[config.mk]
export PLATFORM = sky130hd
export DESIGN_NAME = power_down_mode_control
export DESIGN_NICKNAME = d
export VERILOG_FILES = /design/src/core/pwr_down_pkg.sv /design/src/core/wake_if.sv /design/src/core/wake_sync.sv /design/src/core/power_down_mode_control.sv
export SDC_FILE = /design/constraint.sdc
export NUM_CORES = 1
export LEC_CHECK = 0
export ABC_AREA = 1
export BUFFER_PORTS_ARGS = -buffer_cell sky130_fd_sc_hd__buf_2
export CAP_MARGIN = 20
export CORE_MARGIN = 3
export CORE_UTILIZATION = 44
export CTS_CLUSTER_SIZE = 24
export DETAILED_ROUTE_END_ITERATION = 16
export PLACE_DENSITY = 0.74
export SYNTH_ARGS = -nofsm -noshare
export SYNTH_HDL_FRONTEND = slang
export SYNTH_SLANG_ARGS = --single-unit
[constraint.sdc]
create_clock -name core_clk_in -period 1.2 [get_ports core_clk_in]
set_input_delay 0.12 -clock core_clk_in [delete_from_list [all_inputs] [get_ports core_clk_in]]
set_output_delay 0.12 -clock core_clk_in [all_outputs]
set_load 0.02 [all_outputs]
[src/core/pwr_down_pkg.sv]
// constants and types for the power-down mode controller
package pwr_down_pkg;
   localparam int level_w = 2;
   localparam logic [1:0] level_active = 2'h0;
   localparam logic [1:0] level_light = 2'h1;
   localparam logic [1:0] level_deep = 2'h2;
   localparam logic [1:0] level_deepest = 2'h3;
   localparam int sync_depth = 3;
   typedef enum logic [1:0] {st_active, st_light, st_deep, st_deepest} pd_state_t;
endpackage

[src/core/wake_if.sv]
// synchronised wake sources shared between the sync module and the controller
`timescale 1ns/100ps
interface wake_if;
   logic timer_wake;
   logic ext_wake;
   modport src (output timer_wake, output ext_wake);
   modport dst (input timer_wake, input ext_wake);
endinterface

[src/core/wake_sync.sv]
// three-stage synchroniser for the two asynchronous wake pins
`timescale 1ns/100ps
module wake_sync (
   // clock and reset
   input wire logic core_clk_in,
   input wire logic sys_rst_in,
   // raw pins
   input wire logic timer_irq_pin_in,
   input wire logic ext_irq_pin_in,
   // synchronised levels
   wake_if.src wake
);
   logic [pwr_down_pkg::sync_depth-1:0] timer_sh_ff;
   logic [pwr_down_pkg::sync_depth-1:0] ext_sh_ff;
   logic [pwr_down_pkg::sync_depth-1:0] nxt_timer_sh;
   logic [pwr_down_pkg::sync_depth-1:0] nxt_ext_sh;
   logic timer_lvl_ff;
   logic ext_lvl_ff;
   logic nxt_timer_lvl;
   logic nxt_ext_lvl;

   always_comb begin
      nxt_timer_sh = {timer_sh_ff[pwr_down_pkg::sync_depth-2:0], timer_irq_pin_in};
      nxt_ext_sh = {ext_sh_ff[pwr_down_pkg::sync_depth-2:0], ext_irq_pin_in};
      nxt_timer_lvl = timer_lvl_ff;
      nxt_ext_lvl = ext_lvl_ff;
      // stage 0 is only read by stage 1; a change counts when stages 1 and 2 agree
      if (timer_sh_ff[pwr_down_pkg::sync_depth-2] == timer_sh_ff[pwr_down_pkg::sync_depth-1]) begin
         nxt_timer_lvl = timer_sh_ff[pwr_down_pkg::sync_depth-1];
      end
      if (ext_sh_ff[pwr_down_pkg::sync_depth-2] == ext_sh_ff[pwr_down_pkg::sync_depth-1]) begin
         nxt_ext_lvl = ext_sh_ff[pwr_down_pkg::sync_depth-1];
      end
   end

   always_ff @(posedge core_clk_in) begin
      if (sys_rst_in) begin
         timer_sh_ff <= '0;
         ext_sh_ff <= '0;
         timer_lvl_ff <= 1'b0;
         ext_lvl_ff <= 1'b0;
      end else begin
         timer_sh_ff <= nxt_timer_sh;
         ext_sh_ff <= nxt_ext_sh;
         timer_lvl_ff <= nxt_timer_lvl;
         ext_lvl_ff <= nxt_ext_lvl;
      end
   end

   assign wake.timer_wake = timer_lvl_ff;
   assign wake.ext_wake = ext_lvl_ff;
endmodule

[src/core/power_down_mode_control.sv]
// power-down mode controller: level select, start bit, wake sources, regulator
//////////////////////////////////////////////////////////////////////////////
//////////////////////////////////////////////////////////////////////////////
`timescale 1ns/100ps
module power_down_mode_control (
   // clock and reset
   input wire logic core_clk_in,
   input wire logic sys_rst_in,
   // software control
   input wire logic [pwr_down_pkg::level_w-1:0] sleep_level_select_in,
   input wire logic sleep_go_wr_in,
   // asynchronous wake pins
   input wire logic timer_irq_pin_in,
   input wire logic ext_irq_pin_in,
   // status
   output logic sleep_go_out,
   output logic [pwr_down_pkg::level_w-1:0] power_level_out,
   output logic sleeping_out,
   output logic dig_reg_on_out,
   output logic reconfig_needed_out,
   output logic wake_pulse_out
);
   wake_if wake ();

   wake_sync u_sync (
      .core_clk_in(core_clk_in),
      .sys_rst_in(sys_rst_in),
      .timer_irq_pin_in(timer_irq_pin_in),
      .ext_irq_pin_in(ext_irq_pin_in),
      .wake(wake)
   );

   //////////////////////////////////////////////////////////////////////////
   // control state and the decoded request
   pwr_down_pkg::pd_state_t state_ff;
   pwr_down_pkg::pd_state_t nxt_state;
   pwr_down_pkg::pd_state_t req_state;
   logic sleep_go_ff;
   logic nxt_sleep_go;
   logic wake_now;
   // status registers behind the outputs
   logic [pwr_down_pkg::level_w-1:0] level_ff;
   logic [pwr_down_pkg::level_w-1:0] nxt_level;
   logic sleeping_ff;
   logic nxt_sleeping;
   logic reg_on_ff;
   logic nxt_reg_on;
   logic reconfig_ff;
   logic nxt_reconfig;
   logic wake_ff;
   logic nxt_wake;

   //////////////////////////////////////////////////////////////////////////
   // decode level field
   always_comb begin
      req_state = pwr_down_pkg::st_active;
      case (sleep_level_select_in)
         pwr_down_pkg::level_light: begin
            req_state = pwr_down_pkg::st_light;
         end
         pwr_down_pkg::level_deep: begin
            req_state = pwr_down_pkg::st_deep;
         end
         pwr_down_pkg::level_deepest: begin
            req_state = pwr_down_pkg::st_deepest;
         end
         // level 0 asks for nothing, so a go with it is dropped
         default: begin
            req_state = pwr_down_pkg::st_active;
         end
      endcase
   end

   //////////////////////////////////////////////////////////////////////////
   // light and deep: timer or external
   always_comb begin
      wake_now = 1'b0;
      case (state_ff)
         pwr_down_pkg::st_light: begin
            wake_now = wake.timer_wake | wake.ext_wake;
         end
         pwr_down_pkg::st_deep: begin
            wake_now = wake.timer_wake | wake.ext_wake;
         end
         pwr_down_pkg::st_deepest: begin
            wake_now = wake.ext_wake;
         end
         // nothing to wake from while active
         default: begin
            wake_now = 1'b0;
         end
      endcase
   end

   //////////////////////////////////////////////////////////////////////////
   always_comb begin
      nxt_state = state_ff;
      nxt_sleep_go = sleep_go_ff;
      case (state_ff)
         pwr_down_pkg::st_active: begin
            if (sleep_go_wr_in && req_state != pwr_down_pkg::st_active) begin
               nxt_state = req_state;
               nxt_sleep_go = 1'b1;
            end
         end
         // a go while asleep is ignored; only a wake leaves a level
         pwr_down_pkg::st_light, pwr_down_pkg::st_deep, pwr_down_pkg::st_deepest: begin
            if (wake_now) begin
               nxt_state = pwr_down_pkg::st_active;
               nxt_sleep_go = 1'b0;
            end
         end
         default: begin
            nxt_state = pwr_down_pkg::st_active;
            nxt_sleep_go = 1'b0;
         end
      endcase
   end

   // hardware reset is itself a wake source: it returns to active at once
   always_ff @(posedge core_clk_in) begin
      if (sys_rst_in) begin
         state_ff <= pwr_down_pkg::st_active;
         sleep_go_ff <= 1'b0;
      end else begin
         state_ff <= nxt_state;
         sleep_go_ff <= nxt_sleep_go;
      end
   end

   //////////////////////////////////////////////////////////////////////////
   // outputs follow the next state so they change on the same edge as it
   always_comb begin
      nxt_level = pwr_down_pkg::level_active;
      nxt_sleeping = 1'b0;
      nxt_reg_on = 1'b1;
      case (nxt_state)
         pwr_down_pkg::st_light: begin
            nxt_level = pwr_down_pkg::level_light;
            nxt_sleeping = 1'b1;
            nxt_reg_on = 1'b1;
         end
         pwr_down_pkg::st_deep: begin
            nxt_level = pwr_down_pkg::level_deep;
            nxt_sleeping = 1'b1;
            nxt_reg_on = 1'b0;
         end
         pwr_down_pkg::st_deepest: begin
            nxt_level = pwr_down_pkg::level_deepest;
            nxt_sleeping = 1'b1;
            nxt_reg_on = 1'b0;
         end
         default: begin
            nxt_level = pwr_down_pkg::level_active;
            nxt_sleeping = 1'b0;
            nxt_reg_on = 1'b1;
         end
      endcase
   end

   always_ff @(posedge core_clk_in) begin
      if (sys_rst_in) begin
         level_ff <= pwr_down_pkg::level_active;
         sleeping_ff <= 1'b0;
         reg_on_ff <= 1'b1;
      end else begin
         level_ff <= nxt_level;
         sleeping_ff <= nxt_sleeping;
         reg_on_ff <= nxt_reg_on;
      end
   end

   //////////////////////////////////////////////////////////////////////////
   // deeper levels lose config
   always_comb begin
      nxt_reconfig = reconfig_ff;
      if (nxt_state == pwr_down_pkg::st_deep || nxt_state == pwr_down_pkg::st_deepest) begin
         nxt_reconfig = 1'b1;
      end else if (sleep_go_wr_in && nxt_state == pwr_down_pkg::st_light) begin
         // software has set things up again before it asks for light sleep
         nxt_reconfig = 1'b0;
      end
   end

   // a lost configuration is only noticed if the flag survives the wake
   always_ff @(posedge core_clk_in) begin
      if (sys_rst_in) begin
         reconfig_ff <= 1'b0;
      end else begin
         reconfig_ff <= nxt_reconfig;
      end
   end

   //////////////////////////////////////////////////////////////////////////
   // one pulse per pin wake
   always_comb begin
      nxt_wake = wake_now;
   end

   // reset wakes too, but it is not reported here: everything restarts anyway
   always_ff @(posedge core_clk_in) begin
      if (sys_rst_in) begin
         wake_ff <= 1'b0;
      end else begin
         wake_ff <= nxt_wake;
      end
   end

   assign sleep_go_out = sleep_go_ff;
   assign power_level_out = level_ff;
   assign sleeping_out = sleeping_ff;
   assign dig_reg_on_out = reg_on_ff;
   assign reconfig_needed_out = reconfig_ff;
   assign wake_pulse_out = wake_ff;
endmodule

# After elaboration in Yosys (flattened, before gate mapping)

Index checks and enable logic that the tools add are counted.

Output and inout port bits: 7
Logic and storage cells: 49
Input port bits: 7
Bits in registers: 17

Multiplexer cells: 13
Bitwise logic cells: 1
Reduce and logical (&&, ||, !) cells: 11
Equal/unequal tests: 13

Operators with widths:

| operator                                      | count |
|---|---|
| == test 2 bit, second input constant          | 6 |
| case mux 2 bit (3 select lines)               | 2 |
| == test 2 x 1 -> 1 bit, second input constant | 3 |
| two-way mux 1 bit                             | 6 |
| OR reduction 3 bit                            | 2 |
| two-way mux 2 bit                             | 2 |
| inequality test 2 bit, second input constant  | 2 |
| case mux 1 bit (2 select lines)               | 2 |
| case mux 2 bit (2 select lines)               | 1 |
| nonzero test 2 bit                            | 2 |
| OR reduction 2 bit                            | 2 |
| == test 1 bit                                 | 2 |
| logical AND 1 bit                             | 2 |
| logical NOT 2 bit                             | 1 |
| AND reduction 2 bit                           | 1 |
| logical OR 1 bit                              | 1 |
| OR 1 bit                                      | 1 |

# Depth between registers and ports, before layout

Depth after elaboration: 10
Gate-level depth with buffers: 10
Depth with buffers taken out: 10

# Cells and area by module

From an unflattened synthesis, not the netlist that was laid out.

Cell total of the unflattened synthesis: 80
Area, all modules: 648.1 sq um

By module, submodules not included:

| module                  | cells each | seq. area each (sq um) | area each (sq um) | times used |
|---|---|---|---|---|
| power_down_mode_control | 53         | 160.2                  | 411.6             | 1 |
| wake_sync               | 27         | 160.2                  | 236.5             | 1 |

# Least setup slack after synthesis

OpenSTA, ideal clock, no wires.

Path type: flip-flop to flip-flop
Start point: register state_ff[0]
End point: register reconfig_ff, in the netlist reconfig_needed_out
Buffers on the path: 0
Slack: -0.045 ns
Period minus slack after synthesis: 1.245 ns
Library setup time: 0.113 ns
Arrival time: 1.131 ns
Data required time: 1.087 ns
Stages on the path, launching flop included: 11
Cell sequence: dfxtp_1 inv_1 ha_1 inv_1 nand2_1 nand2_2 nand3_1 nand2_1 nand2_1 nand2_1 nand2_1

Cells in the longest elaborated chain, start to end: 8
Elaborated cells on any way between the ends: 17
Classes of those cells: 6 x eq/ne; 5 x mux; 6 x reduce/logical

RTL lines:

| item                                                           | line                                                           | source |
|---|---|---|
| from (decl)                                                    | power_down_mode_control.sv:35                                  | `pwr_down_pkg::pd_state_t state_ff;` |
| from (signal assigned)                                         | power_down_mode_control.sv:123                                 | `state_ff <= pwr_down_pkg::st_active;` |
| from (signal assigned)                                         | power_down_mode_control.sv:126                                 | `state_ff <= nxt_state;` |
| == test 2 x 1 -> 1 bit / == test 2 bit (equally long branches) | power_down_mode_control.sv:78, power_down_mode_control.sv:99   |  |
| OR reduction 2 bit (no source line)                            | n/a                                                            |  |
| case mux 1 bit (2 select lines)                                | power_down_mode_control.sv:78                                  | `case (state_ff)` |
| two-way mux 2 bit                                              | power_down_mode_control.sv:108                                 | `if (wake_now) begin` |
| case mux 2 bit (2 select lines) (*)                            | power_down_mode_control.sv:99                                  | `case (state_ff)` |
| == test 2 bit / == test 2 x 1 -> 1 bit (equally long branches) | power_down_mode_control.sv:177, power_down_mode_control.sv:179 |  |
| logical OR 1 bit / logical AND 1 bit (equally long branches)   | power_down_mode_control.sv:177, power_down_mode_control.sv:179 |  |
| two-way mux 1 bit / nonzero test 2 bit (equally long branches) | n/a                                                            |  |
| to (signal assigned)                                           | power_down_mode_control.sv:190                                 | `reconfig_ff <= nxt_reconfig;` |
| to (decl)                                                      | power_down_mode_control.sv:48                                  | `logic reconfig_ff;` |

Every way passes the cells marked *; elsewhere a longest branch is shown, timed or not.
A chain may end at the register's enable or synchronous reset.

# Worst setup path after layout

Start point: register state_ff[1]
End point: register reconfig_ff, in the netlist reconfig_needed_out

The elaborated chain is that of the path after synthesis.

==> impl_results.md <==
- Failing checks: setup timing
- Number of remaining DRC errors: 0
- Post-synth top area cell: dfxtp_1
- Proportion of layout cells with a drive suffix above 1: 48.0%
- Worst-Margin Slew: 0.212 ns
- IO buf count: 13
- Num CTS Buffers: 3
- DRT Pass-1 Iters: 4
- Critical path cell sequence: buf_4, ha_2, nand2_2, nand2_4, nand2_4, nand3_2, nand2_2, nand2_1, nand2_1, nand2_1
- Hpwl dp: 742 microns
- Post-synthesis mux area share: 0%
- Relative slew slack: 85.9%
- CP peak stage delay: 0.34 ns
- Core area: approximately 1200 sq um
- CTS Sinks: 16
- Slew Viols, Final: 0
- Vias in the first global route: around 500
- Layout area overhead: 39.2%
- Largest net degree at the start of global routing: 13
- Fin nets: 113
- Initial core utilization: 51.2%
- Compound-gate portion of the synthesized area: 6.22%
- Overflow left after global routing: 0
- CP arrival: 1.44 ns
- Avg Cell Area, Syn: 7.89 sq um
- Final setup violation count: 2
- Main area contributors after synthesis: dfxtp_1, inv_1, nand2_1
- CP max-delay cell: dfxtp_2
- Hold/Removal Path Class: input port to flop
- Leakage power: roughly 0.46 nW
- Die width: 43.6 microns
- Most frequent cells in the layout: inv_1, dfxtp_1, buf_2, nand2_1, buf_4
- Yosys warns: 0
- Vias per cell: approximately 4.7
- Adder and majority cell fraction of the synthesized area: 6.02%
- Sequential area share after synthesis: 51.4%
- Crit path top cell by count: nand2_1
- Die Area: 1900 sq um
- Max IR drop VDD: 0.000908 V
- Final period util: 104%
- Fin. Hold Viols: 0
- Total power: 1.33 mW
- Mapped Area: around 620 sq um
- Syn Inst Count: 79
- RSZ-0062 raised after global routing: yes
- Antenna violations before repair: 0
- Worst-path clk slew: 0.10 ns
- Setup CP Type: flop to flop
- FP Rows: 12
- Tot GR Track Use: 14.2%
- Wire per inst: 10.6 microns
- Die Y: 43.6 microns
- TritonCTS clock tree: built
- Distinct cell type count after synthesis: 14
- Worst Clk Skew: 0.00726 ns
- Max cap viols: 0
- Largest family of logic cells by synthesized area: simple AND/OR/NAND/NOR gates
- CP Max Fanout: 3
- Post-Synthesis Net Count: just under 90
- Final worst slack: -0.0471 ns
- Crit path launch type: flop
- Dpl ws: -0.0765 ns
- Antenna Nets Post-Route: 0
- Fmax: between 800 and 900 MHz
- Global-route wire length before repair: 1970 microns
- Util after Layout: 71.3%
- Clk root buf: clkbuf_4
- Status: finished, violations left
- Worst Hold Margin: 0.0362 ns
- Tmin final: 1.25 ns
- Critical path capture point type: flop
- # diodes: 0
- 1st-iter DRT viols: 16
- Io pins: 14
- Simple-gate area share of the yosys netlist: 22.9%
- Final Routed Wirelength: 1230 microns
- H-tree levels: 1
- Vias post-DR: 546
- Gpl congestion: just under 0.7
- Max Buffers Root-to-Sink: 2
- Clk Latency, worst-skew pair: approximately 0.29 ns
- Xor/xnor cell area share of the yosys netlist: 0%
- Post-synth top area share: around half
- PwrDens: 1540 nW/um^2
- Register bit total from synthesis: 16
- WP data required: 1.39 ns
area by class of cell:
type / instances / area [sq um]
fillers: 95 / 349
flip-flops and latches: 16 / 323
multi-input cells: 42 / 294
repair buffers: 21 / 125
inverters: 19 / 71.3
clock buffers: 4 / 36.3
well taps: 14 / 17.5
cells in the mapped netlist (all sizes together):
cell and n:
a211oi 2, a21oi 3, buf 2, dfxtp 16, ha 3, inv 19, nand2 19, nand3 5
nand3b 1, nor2 7, nor3 1, o21ai 1
metrics by stage:
| stage | cells | cell area [sq um] | setup TNS (ns) |
|---|---|---|---|
| floorplan | 79 | 624 | 0 |
| global placement | 109 | 732 | -0.164 |
| detailed placement | 109 | 732 | -0.202 |
| CTS | 116 | 837 | -0.0318 |
| global route | 116 | 867 | -0.336 |
| finish | 116 | 867 | -0.0526 |
path summary, 6_finish.rpt:
| path | startpoint | end | slack [ns] | depth (start not counted) |
|---|---|---|---|---|
| max | state_ff[1] | reconfig_needed_out | -0.05 | 10 |
| min | ext_irq_pin_in | u_sync.ext_sh_ff[0] | 0.04 | 3 |
| max reg2reg | state_ff[1] | reconfig_needed_out | -0.05 | 10 |
| min reg2reg | u_sync.timer_sh_ff[0] | u_sync.timer_sh_ff[1] | 0.40 | 2 |
flip-flops by register name (all words and copies together) (netlist names):
name	flops
u_sync.timer_sh_ff	3
wake_pulse_out	1
dig_reg_on_out	1
reconfig_needed_out	1
u_sync.wake.timer_wake	1
sleep_go_out	1
state_ff	2
sleeping_out	1
u_sync.wake.ext_wake	1
power_level_out	1
u_sync.ext_sh_ff	3
cell families (layout without fill, tap and decap cells):
logic type / after synthesis / after routing
buf+inv: 21 / 44
simple gates: 33 / 33
fa+ha+maj: 3 / 3
compound gates: 6 / 6
flops: 16 / 16
where the power goes:
part | internal, mW | switching [mW]
sequential | 0.581 | 0.0214
combinational | 0.160 | 0.214
clock | 0.185 | 0.170
metal layers:
layer	up-vias	share of wire (%)	track usage, %
met5	-	0	0
met4	0	1.6	8.43
met3	3	4.9	4.15
met2	15	50	23.0
met1	248	44	16.3
li1	280	-	-
worst max-delay path, delay by kind of cell, from the launching register on:
kind                       cells  cell delay (ns)
buffers and inverters          1             0.13
DFF                            1             0.34
and+or+nand+nor                8             0.51
adders and majority gates      1             0.17
repair_timing:
action | in CTS | in global routing
resized for setup | 12 | 10
endpoints found under the setup margin | 6 | 8
pin swaps | 8 | 3
hold buffers | 0 | 0
buffers inserted | 3 | 0
Power figures use the tool's default switching activity.
